==> config.mk <==
export PLATFORM = sky130hd
export DESIGN_NAME = pwmsq_top
export DESIGN_NICKNAME = d
export VERILOG_FILES = /design/src/pwmsq_pkg.sv /design/src/pwmsq_top.sv /design/src/pwmsq_channel.sv
export VERILOG_INCLUDE_DIRS = /design/src
export SDC_FILE = /design/constraint.sdc
export NUM_CORES = 2
export LEC_CHECK = 0
export BUFFER_PORTS_ARGS = -buffer_cell sky130_fd_sc_hd__buf_2
export CAP_MARGIN = 20
export CORE_MARGIN = 1.5
export CORE_UTILIZATION = 45
export CTS_CLUSTER_DIAMETER = 30
export CTS_CLUSTER_SIZE = 30
export DETAILED_ROUTE_END_ITERATION = 12
export PLACE_DENSITY_LB_ADDON = 0.3
export SLEW_MARGIN = 10
export SYNTH_ARGS = -nofsm -noshare
export SYNTH_HDL_FRONTEND = slang
export SYNTH_HIERARCHICAL = 1
export SYNTH_SLANG_ARGS = --single-unit
==> constraint.sdc <==
create_clock -name hclk -period 9.2 [get_ports hclk]
set_input_delay 0.46 -clock hclk [delete_from_list [all_inputs] [get_ports hclk]]
set_output_delay 0.46 -clock hclk [all_outputs]
set_load 0.01 [all_outputs]
==> src/pwmsq_consts.svh <==
`ifndef PWMSQ_CONSTS_SVH
`define PWMSQ_CONSTS_SVH

// register byte offsets inside the 4 kbyte slave window
`define PWMSQ_CTRL_ADDR 12'h000
`define PWMSQ_SQP_ADDR 12'h004
`define PWMSQ_STAT_ADDR 12'h008
`define PWMSQ_PER_BASE 12'h040
`define PWMSQ_DUTY_BASE 12'h080

// field positions
`define PWMSQ_CTRL_MODE_BIT 16

// reset values
`define PWMSQ_EN_RST 16'h0000
`define PWMSQ_SQP_RST 16'h0000
`define PWMSQ_PER_RST 16'h03e8
`define PWMSQ_DUTY_RST 16'h0000

// timing figures in ns
`define PWMSQ_CLK_NS 50
`define PWMSQ_STEP_NS 1000
`define PWMSQ_SQ_MIN_NS 250

`endif

==> src/pwmsq_pkg.sv <==
package pwmsq_pkg;
  // output mode shared by all pins, one-hot
  typedef enum logic [1:0] {
    PWMSQ_MODE_PWM = 2'b01,
    PWMSQ_MODE_SQ = 2'b10
  } pwmsq_mode_t;
endpackage

==> src/pwmsq_top.sv <==
`timescale 1ns/100ps
// Functional notes
// - pwm period programmable, up to 1 MHz
// - duty spans always low to always high
// - pwm duty counted in 1 us steps, square duty in clocks
// - any pin can carry output, sixteen at once
// - square wave 0 Hz to 4 MHz, high for half the period rounded down at zero duty
// - square pins share frequency, duty per pin
`include "pwmsq_consts.svh"
module pwmsq_top
  import pwmsq_pkg::*;
#(
  parameter int NPIN = 16,
  parameter int CW = 16
) (
  input wire logic hclk,
  input wire logic hresetn,
  input wire logic ce,
  input wire logic hsel,
  input wire logic [31:0] haddr,
  input wire logic [1:0] htrans,
  input wire logic hwrite,
  input wire logic [2:0] hsize,
  input wire logic [31:0] hwdata,
  input wire logic hready,
  output logic [31:0] hrdata,
  output logic hreadyout,
  output logic hresp,
  output logic [NPIN-1:0] pin_out,
  output logic [NPIN-1:0] pin_oe
);

  // cycle counts derived from the clock period
  localparam int TICK_CYC = `PWMSQ_STEP_NS / `PWMSQ_CLK_NS;
  localparam int SQ_MIN_CYC =
    (`PWMSQ_SQ_MIN_NS + `PWMSQ_CLK_NS - 1) / `PWMSQ_CLK_NS;
  localparam logic [7:0] TICK_LAST = 8'(TICK_CYC - 1);
  localparam logic [CW-1:0] SQ_MIN = CW'(SQ_MIN_CYC);

  // true when the offset falls in a per-channel block
  function automatic logic in_block(input logic [11:0] a,
                                    input logic [11:0] base);
    in_block = (a[11:6] == base[11:6]) && (int'(a[5:2]) < NPIN);
  endfunction

  // bus and configuration state
  logic wr_pend_reg, wr_pend_next; // write data phase pending
  logic [11:0] wr_addr_reg, wr_addr_next; // offset of pending write
  logic [31:0] hrdata_reg, hrdata_next; // registered read data
  logic [NPIN-1:0] en_reg, en_next; // pin alternate-function enables
  pwmsq_mode_t mode_reg, mode_next; // pwm or square for all pins
  logic [CW-1:0] sqp_reg, sqp_next; // square period in clocks
  logic [CW-1:0] per_reg [NPIN]; // pwm period per pin in us
  logic [CW-1:0] per_next [NPIN];
  logic [CW-1:0] duty_reg [NPIN]; // duty per pin
  logic [CW-1:0] duty_next [NPIN];
  logic [NPIN-1:0] pin_oe_next;
  logic acc; // address phase accepted this cycle
  logic [3:0] wr_idx; // channel index of pending write
  logic [3:0] rd_idx; // channel index of new read

  // timebase state
  logic [7:0] pre_reg, pre_next; // prescaler to the 1 us step
  logic tick_reg, tick_next; // one-cycle step pulse
  logic [CW-1:0] sq_cnt_reg, sq_cnt_next; // shared square counter
  logic [CW-1:0] sq_act_reg, sq_act_next; // square period in force
  logic sq_wrap; // last clock of the square period
  logic sq_run; // square period nonzero

  assign acc = hsel && hready && htrans[1];
  assign wr_idx = wr_addr_reg[5:2];
  assign rd_idx = haddr[5:2];
  logic [NPIN-1:0] pin_oe_reg; // routed-pin drive enables
  logic hreadyout_reg; // ready from the first clock after reset, zero wait states
  assign hrdata = hrdata_reg;
  assign pin_oe = pin_oe_reg;

  assign hreadyout = hreadyout_reg;
  assign hresp = 1'b0 & hreadyout_reg;

  // register writes in the data phase, read data in the address phase
  always_comb begin
    wr_pend_next = acc && hwrite;
    wr_addr_next = haddr[11:0];
    en_next = en_reg;
    mode_next = mode_reg;
    sqp_next = sqp_reg;
    per_next = per_reg;
    duty_next = duty_reg;
    hrdata_next = hrdata_reg;
    if (wr_pend_reg) begin
      case (wr_addr_reg)
        `PWMSQ_CTRL_ADDR: begin
          en_next = hwdata[NPIN-1:0];
          mode_next = hwdata[`PWMSQ_CTRL_MODE_BIT] ? PWMSQ_MODE_SQ
                                                   : PWMSQ_MODE_PWM;
        end
        `PWMSQ_SQP_ADDR: begin
          // lift short periods to the 4 MHz ceiling
          if (hwdata[CW-1:0] != '0 && hwdata[CW-1:0] < SQ_MIN) begin
            sqp_next = SQ_MIN;
          end else begin
            sqp_next = hwdata[CW-1:0];
          end
        end
        default: begin
          if (in_block(wr_addr_reg, `PWMSQ_PER_BASE)) begin
            per_next[wr_idx] = hwdata[CW-1:0];
          end else if (in_block(wr_addr_reg, `PWMSQ_DUTY_BASE)) begin
            duty_next[wr_idx] = hwdata[CW-1:0];
          end
        end
      endcase
    end
    // reads see a write finishing in the same cycle
    if (acc && !hwrite) begin
      hrdata_next = 32'h0;
      case (haddr[11:0])
        `PWMSQ_CTRL_ADDR: begin
          hrdata_next[NPIN-1:0] = en_next;
          hrdata_next[`PWMSQ_CTRL_MODE_BIT] = (mode_next == PWMSQ_MODE_SQ);
        end
        `PWMSQ_SQP_ADDR: begin
          hrdata_next[CW-1:0] = sqp_next;
        end
        `PWMSQ_STAT_ADDR: begin
          hrdata_next[NPIN-1:0] = pin_out;
          hrdata_next[`PWMSQ_CTRL_MODE_BIT] = sq_run;
        end
        default: begin
          if (in_block(haddr[11:0], `PWMSQ_PER_BASE)) begin
            hrdata_next[CW-1:0] = per_next[rd_idx];
          end else if (in_block(haddr[11:0], `PWMSQ_DUTY_BASE)) begin
            hrdata_next[CW-1:0] = duty_next[rd_idx];
          end
        end
      endcase
    end
    pin_oe_next = en_reg; // drive only routed pins
  end

  // bus and configuration registers
  always_ff @(posedge hclk or negedge hresetn) begin
    if (!hresetn) begin
      wr_pend_reg <= 1'b0;
      wr_addr_reg <= 12'h000;
      hrdata_reg <= 32'h0;
      en_reg <= NPIN'(`PWMSQ_EN_RST);
      mode_reg <= PWMSQ_MODE_PWM;
      sqp_reg <= `PWMSQ_SQP_RST;
      for (int i = 0; i < NPIN; i++) begin
        per_reg[i] <= `PWMSQ_PER_RST;
        duty_reg[i] <= `PWMSQ_DUTY_RST;
      end
      pin_oe_reg <= '0;
      hreadyout_reg <= 1'b0;
    end else if (ce) begin
      wr_pend_reg <= wr_pend_next;
      wr_addr_reg <= wr_addr_next;
      hrdata_reg <= hrdata_next;
      en_reg <= en_next;
      mode_reg <= mode_next;
      sqp_reg <= sqp_next;
      per_reg <= per_next;
      duty_reg <= duty_next;
      pin_oe_reg <= pin_oe_next;
      hreadyout_reg <= 1'b1;
    end
  end

  assign sq_wrap = (sq_act_reg == '0) || (sq_cnt_reg == sq_act_reg - 1'b1);
  assign sq_run = sq_act_reg != '0;

  // 1 us step and shared square counter
  always_comb begin
    tick_next = (pre_reg == TICK_LAST);
    pre_next = tick_next ? 8'h00 : pre_reg + 8'h01;
    if (sq_wrap) begin
      // square period changes only at its end
      sq_cnt_next = '0;
      sq_act_next = sqp_reg; // zero holds pins low: 0 Hz
    end else begin
      sq_cnt_next = sq_cnt_reg + 1'b1;
      sq_act_next = sq_act_reg;
    end
  end

  // timebase registers
  always_ff @(posedge hclk or negedge hresetn) begin
    if (!hresetn) begin
      pre_reg <= 8'h00;
      tick_reg <= 1'b0;
      sq_cnt_reg <= '0;
      sq_act_reg <= '0;
    end else if (ce) begin
      pre_reg <= pre_next;
      tick_reg <= tick_next;
      sq_cnt_reg <= sq_cnt_next;
      sq_act_reg <= sq_act_next;
    end
  end

  // one channel per pin, all sharing step and square timing
  for (genvar g = 0; g < NPIN; g++) begin : g_ch
    pwmsq_channel #(
      .CW(CW)
    ) u_ch (
      .hclk(hclk),
      .hresetn(hresetn),
      .ce(ce),
      .enable(en_reg[g]),
      .sq_mode(mode_reg == PWMSQ_MODE_SQ),
      .tick(tick_reg),
      .sq_run(sq_run),
      .sq_wrap(sq_wrap),
      .sq_cnt(sq_cnt_reg),
      .sq_half(sq_act_reg >> 1), // half the period, rounded down
      .period_in(per_reg[g]),
      .duty_in(duty_reg[g]),
      .pwm_out(pin_out[g])
    );
  end

  tick_spacing_a: assert property (
    @(posedge hclk) disable iff (!hresetn)
    (tick_reg && $past(ce)) |-> $past(pre_reg) == TICK_LAST)
    else $error("step pulse not one microsecond apart");

  sq_min_period_a: assert property (
    @(posedge hclk) disable iff (!hresetn)
    sq_run |-> sq_act_reg >= SQ_MIN)
    else $error("square period above 4 MHz");

  sq_reload_a: assert property (
    @(posedge hclk) disable iff (!hresetn)
    (ce && !sq_wrap) |=> $stable(sq_act_reg))
    else $error("square period changed mid-period");

  pin_route_a: assert property (
    @(posedge hclk) disable iff (!hresetn)
    (pin_out & ~pin_oe) == '0)
    else $error("output high on an unrouted pin");

  // bus-side checks
  // a control write lands in the pin enables
  ctrl_write_a: assert property (
    @(posedge hclk) disable iff (!hresetn)
    (ce && wr_pend_reg && wr_addr_reg == `PWMSQ_CTRL_ADDR)
    |=> en_reg == $past(hwdata[NPIN-1:0]))
    else $error("control write did not reach the enables");

  // the mode bit of a control write picks square or pwm
  mode_write_a: assert property (
    @(posedge hclk) disable iff (!hresetn)
    (ce && wr_pend_reg && wr_addr_reg == `PWMSQ_CTRL_ADDR)
    |=> (mode_reg == PWMSQ_MODE_SQ) == $past(hwdata[`PWMSQ_CTRL_MODE_BIT]))
    else $error("control write did not set the mode");

  // a square period at or above the floor is kept as written
  sqp_write_a: assert property (
    @(posedge hclk) disable iff (!hresetn)
    (ce && wr_pend_reg && wr_addr_reg == `PWMSQ_SQP_ADDR
     && hwdata[CW-1:0] >= SQ_MIN) |=> sqp_reg == $past(hwdata[CW-1:0]))
    else $error("square period write lost");

  // stored square period is off or no faster than 4 MHz
  sqp_floor_a: assert property (
    @(posedge hclk) disable iff (!hresetn)
    sqp_reg == '0 || sqp_reg >= SQ_MIN)
    else $error("stored square period below the floor");

  // a period write lands in the addressed channel
  per_write_a: assert property (
    @(posedge hclk) disable iff (!hresetn)
    (ce && wr_pend_reg && in_block(wr_addr_reg, `PWMSQ_PER_BASE))
    |=> per_reg[$past(wr_idx)] == $past(hwdata[CW-1:0]))
    else $error("period write missed its channel");

  // read data stands until the next accepted read
  read_hold_a: assert property (
    @(posedge hclk) disable iff (!hresetn)
    !(acc && !hwrite) |=> $stable(hrdata_reg))
    else $error("read data changed without a read");

  // once up after reset the bus never inserts a wait state
  ready_hold_a: assert property (
    @(posedge hclk) disable iff (!hresetn)
    hreadyout |=> hreadyout)
    else $error("wait state inserted");

  // drive enables follow the pin enables one clock later
  oe_follow_a: assert property (
    @(posedge hclk) disable iff (!hresetn)
    ce |=> pin_oe == $past(en_reg))
    else $error("drive enable did not follow the pin enable");

  // timebase and pin checks
  // the step pulse lasts one clock
  tick_pulse_a: assert property (
    @(posedge hclk) disable iff (!hresetn)
    (ce && tick_reg) |=> !tick_reg)
    else $error("step pulse longer than one clock");

  // prescaler never passes its last count
  pre_bound_a: assert property (
    @(posedge hclk) disable iff (!hresetn)
    pre_reg <= TICK_LAST)
    else $error("prescaler ran past its last count");

  // shared square counter stays inside the period in force
  sq_count_a: assert property (
    @(posedge hclk) disable iff (!hresetn)
    sq_run |-> sq_cnt_reg < sq_act_reg)
    else $error("square counter left its period");

  // square mode at zero hertz holds every pin low
  sq_off_low_a: assert property (
    @(posedge hclk) disable iff (!hresetn)
    (ce && mode_reg == PWMSQ_MODE_SQ && !sq_run) |=> pin_out == '0)
    else $error("pin high while the square output is off");

endmodule // pwmsq_top

==> src/pwmsq_channel.sv <==
`timescale 1ns/100ps
`include "pwmsq_consts.svh"
// one output channel: pulse-width counter plus square-wave compare
module pwmsq_channel
  import pwmsq_pkg::*;
#(
  parameter int CW = 16
) (
  input wire logic hclk,
  input wire logic hresetn,
  input wire logic ce,
  input wire logic enable,
  input wire logic sq_mode,
  input wire logic tick,
  input wire logic sq_run,
  input wire logic sq_wrap,
  input wire logic [CW-1:0] sq_cnt,
  input wire logic [CW-1:0] sq_half,
  input wire logic [CW-1:0] period_in,
  input wire logic [CW-1:0] duty_in,
  output logic pwm_out
);

  logic [CW-1:0] cnt_reg, cnt_next; // step counter within period
  logic [CW-1:0] per_reg, per_next; // period in force
  logic [CW-1:0] duty_reg, duty_next; // high time in force
  logic out_next;
  logic [CW:0] cnt_inc; // widened to avoid wrap on compare
  logic [CW-1:0] per_eff; // period with zero lifted to one step
  logic [CW-1:0] sq_high; // square high time in clocks
  logic wrap; // last step of the current period

  assign cnt_inc = {1'b0, cnt_reg} + {{CW{1'b0}}, 1'b1};
  assign per_eff = (period_in == '0) ? {{(CW-1){1'b0}}, 1'b1} : period_in;
  assign wrap = tick && (cnt_inc >= {1'b0, per_reg});
  // zero duty in square mode means high for half the period, rounded down
  assign sq_high = (duty_reg == '0) ? sq_half : duty_reg;

  // next counter, settings and pin level
  always_comb begin
    cnt_next = cnt_reg;
    per_next = per_reg;
    duty_next = duty_reg;
    if (!enable) begin
      // idle: take settings at once, restart clean
      cnt_next = '0;
      per_next = per_eff;
      duty_next = duty_in;
    end else if (sq_mode) begin
      // square: new duty only at shared period end
      cnt_next = '0;
      per_next = per_eff;
      if (sq_wrap) begin
        duty_next = duty_in;
      end
    end else if (wrap) begin
      // end of period: reload
      cnt_next = '0;
      per_next = per_eff; // at least one 1 us step
      duty_next = duty_in;
    end else if (tick) begin
      cnt_next = cnt_inc[CW-1:0]; // one step per us
    end
    if (!enable) begin
      out_next = 1'b0;
    end else if (sq_mode) begin
      out_next = sq_run && (sq_cnt < sq_high);
    end else begin
      // duty 0 never high, duty >= period always high
      out_next = cnt_next < duty_next;
    end
  end

  // state registers, frozen while ce is low
  always_ff @(posedge hclk or negedge hresetn) begin
    if (!hresetn) begin
      cnt_reg <= '0;
      per_reg <= `PWMSQ_PER_RST;
      duty_reg <= `PWMSQ_DUTY_RST;
      pwm_out <= 1'b0;
    end else if (ce) begin
      cnt_reg <= cnt_next;
      per_reg <= per_next;
      duty_reg <= duty_next;
      pwm_out <= out_next;
    end
  end

  zero_duty_a: assert property (
    @(posedge hclk) disable iff (!hresetn)
    (ce && !sq_mode && duty_reg == '0 && duty_in == '0) |=> !pwm_out)
    else $error("zero duty produced a high level");

  full_duty_a: assert property (
    @(posedge hclk) disable iff (!hresetn)
    (ce && enable && !sq_mode && duty_reg >= per_reg && period_in != '0
     && duty_in >= period_in) |=> pwm_out)
    else $error("full duty produced a low level");

  count_bound_a: assert property (
    @(posedge hclk) disable iff (!hresetn)
    per_reg != '0 && cnt_reg < per_reg)
    else $error("step counter left its period");

  step_hold_a: assert property (
    @(posedge hclk) disable iff (!hresetn)
    (ce && !tick && enable && !sq_mode && $past(enable)
     && !$past(sq_mode)) |=> $stable(pwm_out))
    else $error("level changed between 1 us steps");

  reload_edge_a: assert property (
    @(posedge hclk) disable iff (!hresetn)
    (ce && enable && !sq_mode && !wrap)
    |=> (per_reg == $past(per_reg) && duty_reg == $past(duty_reg)))
    else $error("settings changed inside a period");

  sq_phase_a: assert property (
    @(posedge hclk) disable iff (!hresetn)
    (ce && enable && sq_mode && sq_run && sq_cnt == '0 && sq_high != '0)
    |=> pwm_out)
    else $error("square pin missed the common rising edge");

endmodule // pwmsq_channel

=== Yosys cells after proc, flatten, opt, wreduce, memory -nomap -nowiden ===
Cells that the tools add are included.
Widths: inputs -> output; s select.

* Bitwise gates (word level): 2
* Reductions and logical operators: 96
* Add/subtract/negate cells: 19
* Magnitude comparators: 52
* Equal/unequal tests: 27
* Muxes and demuxes: 271

{| class="wikitable"
|+ Operator list
! operator !! count
|-
| $mux 16 || 221
|-
| $mux 256 || 7
|-
| $logic_not 16->1 || 33
|-
| $bwmux 256 || 2
|-
| $lt 16x16->1 || 32
|-
| $add 16x1->17 const B || 16
|-
| $ge 17x16->1 || 16
|-
| $bmux 16 s4 || 2
|-
| $demux 16 s4 || 1
|-
| $ne 3x1->1 const B || 16
|-
| $pmux 16 s3 || 1
|-
| $logic_and 1x1->1 || 38
|-
| $reduce_and 2->1 || 18
|-
| $mux 1 || 32
|-
| $reduce_bool 16->1 || 2
|-
| $eq 12x3->1 const B || 2
|-
| $logic_not 12->1 || 2
|-
| $add 16x1->16 const B || 1
|-
| $eq 16x16->1 || 1
|-
| $lt 16x3->1 const B || 1
|-
| $sub 16x1->16 const B || 1
|-
| $eq 12x4->1 const B || 1
|-
| $eq 6x1->1 const B || 2
|-
| $eq 6x2->1 const B || 2
|-
| other kinds (12) || 17
|}

* Input port bits: 75
* Logic and storage cells: 575
* Output and inout port bits: 66
* Flip-flop bits (word level): 1,418

=== Longest topological paths before layout ===
* Word-level depth: 16
* Mapped depth: 24
* Mapped depth without buffers: 21

=== Hierarchy ===
The synthesis kept the hierarchy.

{| class="wikitable"
|+ By module, submodules not included
! module !! instances !! area an instance (um^2) !! cells each !! seq. area each (um^2)
|-
| pwmsq_channel at g_ch[0].u_ch ... || 15 || 4,093.9 || 429 || 1,233.7
|-
| pwmsq_top || 1 || 34,714.5 || 3,573 || 15,986.6
|-
| pwmsq_channel at g_ch[6].u_ch || 1 || 3,841.2 || 408 || 1,233.7
|}

=== Worst setup path after synthesis ===
OpenSTA, ideal clock, no wires.

* Path type: register -> register
* Start point: register mode_reg[1]
* End point: register g_ch[0].u_ch.pwm_out
* Cell stages (with the launch flop): 14
* Data arrival time: 5,976 ps
* Period minus slack after synthesis: 6,059 ps
* Slack: 3,141 ps
* Path buffers: 1
* Required time: 9,117 ps
* Setup time: 83 ps
* Path through: dfrtp_1 nor2b_1 nor2b_1 o21ai_2 clkbuf_1 nor2_1 ha_1 a21o_1 a21o_1 a221o_1 a2111o_1 a21oi_1 o211ai_1 o21ai_0

* Longest elaborated chain between the ends: 6
* Elaborated cells on any way between the ends: 8
* Those cells by class: order compare: 1; eq/ne: 1; mux: 6

{| class="wikitable"
|+ Ends and longest elaborated chain
! element !! line !! RTL
|-
| start, declared || pwmsq_top.sv:51 || <nowiki>pwmsq_mode_t mode_reg, mode_next;</nowiki>
|-
| start signal, assigned || pwmsq_top.sv:162 || <nowiki>mode_reg <= mode_next;</nowiki>
|-
| $eq 2x2->1 || pwmsq_top.sv:212 || <nowiki>.sq_mode(mode_reg == PWMSQ_MODE_SQ),</nowiki>
|-
| $mux 16 || pwmsq_channel.sv:49 || <nowiki>end else if (sq_mode) begin</nowiki>
|-
| $mux 16 || pwmsq_channel.sv:44 || <nowiki>if (!enable) begin</nowiki>
|-
| via g_ch[0].u_ch.cnt_next[5] || pwmsq_channel.sv:24 || <nowiki>logic [CW-1:0] cnt_reg, cnt_next;</nowiki>
|-
| $lt 16x16->1 || pwmsq_channel.sv:70 || <nowiki>out_next = cnt_next < duty_next;</nowiki>
|-
| $mux 1 || pwmsq_channel.sv:66 || <nowiki>end else if (sq_mode) begin</nowiki>
|-
| $mux 1 || pwmsq_channel.sv:64 || <nowiki>if (!enable) begin</nowiki>
|-
| end signal, assigned || pwmsq_channel.sv:85 || <nowiki>pwm_out <= out_next;</nowiki>
|-
| end, declared || pwmsq_channel.sv:21 || <nowiki>output logic pwm_out</nowiki>
|}

The timed path passes the listed nets, and every way through them passes these cells.
A chain may end at the register's enable or synchronous reset.

=== Worst setup path after layout ===
* Start point: register sq_act_reg[3]
* End point: register g_ch[2].u_ch.pwm_out

* Longest elaborated chain between the ends: 9
* Elaborated cells on any way between the ends: 14
* Those cells by class: add/sub: 1; order compare: 2; eq/ne: 1; mux: 6; reduce/logical: 4

{| class="wikitable"
|+ Ends and longest elaborated chain
! element !! line !! RTL
|-
| start, declared || pwmsq_top.sv:66 || <nowiki>logic [CW-1:0] sq_act_reg, sq_act_next;</nowiki>
|-
| start signal, assigned || pwmsq_top.sv:199 || <nowiki>sq_act_reg <= sq_act_next;</nowiki>
|-
| $sub 16x1->16 || pwmsq_top.sv:171 || <nowiki>assign sq_wrap = (sq_act_reg == '0) || (sq_cnt_reg == sq_act_reg - 1'b1);</nowiki>
|-
| $eq 16x16->1 || pwmsq_top.sv:171 ||
|-
| $logic_or 1x1->1 (*) || pwmsq_top.sv:171 ||
|-
| via sq_wrap || pwmsq_top.sv:67 || <nowiki>logic sq_wrap;</nowiki>
|-
| $mux 16 (*) || pwmsq_channel.sv:53 || <nowiki>if (sq_wrap) begin</nowiki>
|-
| $mux 16 (*) || pwmsq_channel.sv:49 ||
|-
| $mux 16 (*) || pwmsq_channel.sv:44 ||
|-
| $lt 16x16->1 (*) || pwmsq_channel.sv:70 ||
|-
| $mux 1 (*) || pwmsq_channel.sv:66 ||
|-
| $mux 1 (*) || pwmsq_channel.sv:64 ||
|-
| end signal, assigned || pwmsq_channel.sv:85 ||
|-
| end, declared || pwmsq_channel.sv:21 ||
|}

Mark *: on every way through the listed nets, which the timed path passes. The rest lies on a longest branch.

==> impl_metrics.csv <==
group,metric,value,unit
floorplanning,initial_core_util,45.4,%
placement,pre_cts_slack,2.36,ns
yosys,yosysSeqAreaShare,35.7,%
sta,grt_setup_unrepaired,"no",
placement,dp.cells,13100,
global_routing,grt-ovfl-total,0,
drt,wl,458000,um
drt,wl_per_cell,33.1,um
global_routing,antenna_found_initial,56,
drt,first_pass_iters,11,
critical_path,cp-start-kind,"flip-flop",
drt,drc,0,
hold_path,hp-class,"in -> reg",
pwr,finalPower,24.9,mW
critical_path,cp.arrival,8.02,ns
pwr,p_leak,53.0,nW
critical_path,crit_family,"compound AO/OA/AOI/OAI gates",
sta,tns,0,ns
drt,via_count,92100,
clocking,clock_path_buffers,4,
clocking,cts_tree,"built",
yosys,synth.area.top_cells,"dfrtp_1, ha_1, mux2_2",
layout,drive_above_1_share,20.1,%
global_routing,track_usage,39.8,%
sta,worst_slack,2.07,ns
clocking,cts_buffers,385,
clocking,clk_pin_slew_worst_paths,0.05,ns
floorplanning,dieArea,225000,sq um
clocking,clock-sinks,1418,
critical_path,path_max_fanout,17,
critical_path,critPathSlowestCell,"dfrtp_1",
layout,fin_cells,13800,
drt,via_per_inst,6.66,
floorplanning,fp-row-count,172,
yosys,yosysUniqueCellTypes,103,
layout,register_area,35700,sq um
critical_path,r2r_cells,20,
yosys,async_flop_share,100,%
hold_path,worstHoldStart,"hwdata[4]",
drt,initialDrtViolationCount,10900,
clocking,insertion_delay,1.02,ns
yosys,netlist_area,100000,sq um
layout,utilization,53.2,%
sta,fin_crit_sh,77.5,%
drt,ant_nets,0,
flow_run,cap_violations,0,
floorplanning,fp.dieW,474,um
floorplanning,fp.coreArea,220000,sq um
hold_path,hold_path_end,"per_reg[212]",
yosys,avgSynthCellArea,9.60,sq um
layout,fillers,19500,
sta,maxSlewViolCount,0,
layout,nNetsFinal,11300,
sta,setup_violations,0,
layout,syn2layout_area_growth,17.1,%
sta,finalHoldViolCount,0,
sta,worst_slew_pin_slew,1.44,ns
sta,skew,0.0836,ns
clocking,root_buffer,"clkbuf_16",
yosys,synth_edf_count,0,
layout,multi_input_area,60000,sq um
clocking,cts_setup_buffers,0,
global_routing,grt_first_pass_wirelength,648000,um
yosys,yosys.area.top_type,"dfrtp_1",
pwr,power.density,213,nW/um^2
sta,fin_crit,7.13,ns
yosys,yosysTopAreaCellShare,30.7,%
critical_path,r2r-start,"sq_act_reg[3]",
yosys,synth_commonest_cells,"dfrtp_1, nand2_1, ha_1, nor2_1, a21oi_1",
yosys,syn-instance-count,10400,
critical_path,crit_buf_inv,3,
critical_path,crit_chain,"buf_4 -> xnor2_1 -> xnor2_1 -> o31a_1 -> or4_1 -> or4_4 -> o21ai_4 -> buf_12 -> nand2_1 -> o311ai_4 -> buf_4 -> mux2i_1 -> ha_1 -> a21o_1 -> a21o_1 -> a221o_1 -> a2111o_1 -> a21oi_1 -> o211ai_1 -> o21ai_0",
placement,globalplace.congestion,1.12,
pwr,peakVddDrop,0.204,mV
run_status,outcome,"completed",
placement,dp_hpwl,328000,um
yosys,synthFlopType,"dfrtp_1",
critical_path,cpPeakStageDelay,0.96,ns
yosys,ys_ff_latch,1418,
global_routing,grt_pass1_vias,88200,
critical_path,end_kind,"flip-flop",
yosys,ys_warn_count,6,
global_routing,grt_max_degree,159,
critical_path,crit_required,10.09,ns
floorplanning,ios,141,
clocking,cts_htree_levels,5,
placement,portBuffers,85,
critical_path,setup.worst_path.class,"reg -> reg",
hold_path,min_path_cells,2,
critical_path,timing.rr.end,"g_ch[2].u_ch/pwm_out",
sta,relSlewSlack,3.29,%
sta,max_freq,140,MHz
yosys,yosysMostFrequentCell,"dfrtp_1",
critical_path,rrSetupSlack,2.07,ns
floorplanning,die_h,474,um
-- repair_timing --
| action | 4_1_cts | 5_1_grt |
|---|---|---|
| hold buffers | 18 | 0 |
| endpoints found under the hold margin | 166 | 0 |
| resized for setup | 0 | 0 |
| endpoints found under the setup margin | 0 | 0 |
-- worst max path at each step --
stage | slack (ns) | endpoint | start | cells after the start
finish | 2.07 | g_ch[2].u_ch/pwm_out | sq_act_reg[3] | 20
global route | 1.99 | g_ch[11].u_ch/pwm_out | sq_act_reg[3] | 20
CTS | 2.35 | g_ch[1].u_ch/pwm_out | sq_act_reg[3] | 20
detailed placement | 2.36 | g_ch[11].u_ch/pwm_out | sq_act_reg[3] | 20
global placement | 2.35 | g_ch[1].u_ch/pwm_out | sq_act_reg[3] | 20
floorplan | 3.14 | g_ch[0].u_ch/pwm_out | mode_reg[1] | 13
-- through the flow --
step / instance area [sq um] / hold WS [ns]
3_3_place_gp: 103000 / 0.444
6_report: 117000 / 0.0763
5_1_grt: 117000 / 0.0320
4_1_cts: 117000 / 0.0455
3_5_place_dp: 103000 / 0.451
2_1_floorplan: 100000 / 0.164
-- where the power goes --
part	total [mW]	internal (mW)	switching, mW
sequential	6.83	6.46	0.369
clock	14.0	9.71	4.26
combinational	4.14	1.28	2.85
-- layer usage --
metal,GRT usage (%),up-vias,part of all wire [%]
met4,24.3,48,6.9
met3,12.4,1503,11
li1,-,39000,-
met5,0,-,0.080
met2,58.1,5559,42
met1,51.1,46000,40
-- cell type report --
cell class	count	share of cell area, %
multi-input combinational	8010	51.3
sequential	1418	30.5
clock buffer	485	9.11
tap	2958	3.16
clock inverter	219	2.43
timing repair buffer	339	2.23
inverter	354	1.14
antenna	54	0.115
-- layout by cell type (no fill, tap or decap), types with 199 or more instances in the layout --
| master | instances |
|---|---|
| a21o_1 | 223 |
| a21oi_1 | 662 |
| buf_4 | 227 |
| clkbuf_16 | 393 |
| dfrtp_1 | 1214 |
| ha_1 | 756 |
| inv_1 | 345 |
| mux2_2 | 610 |
| mux2i_1 | 460 |
| nand2_1 | 879 |
| nand3_1 | 235 |
| nand4_1 | 214 |
| nor2_1 | 673 |
| nor3_1 | 199 |
| o21ai_0 | 653 |
| xor2_1 | 255 |
-- cell families (layout without fill, tap and decap cells) --
logic type      Yosys count  after routing  synth area share (%)
other cells               1             86               0.00375
mux                    1358           1358                  15.3
simple gates           2942           2942                  14.8
xor+xnor                370            370                  3.24
flops                  1418           1418                  35.7
compound gates         2552           2552                  16.9
fa+ha+maj               756            756                  9.46
buf+inv                1019           1397                  4.58
Power figures use the tool's default switching activity.
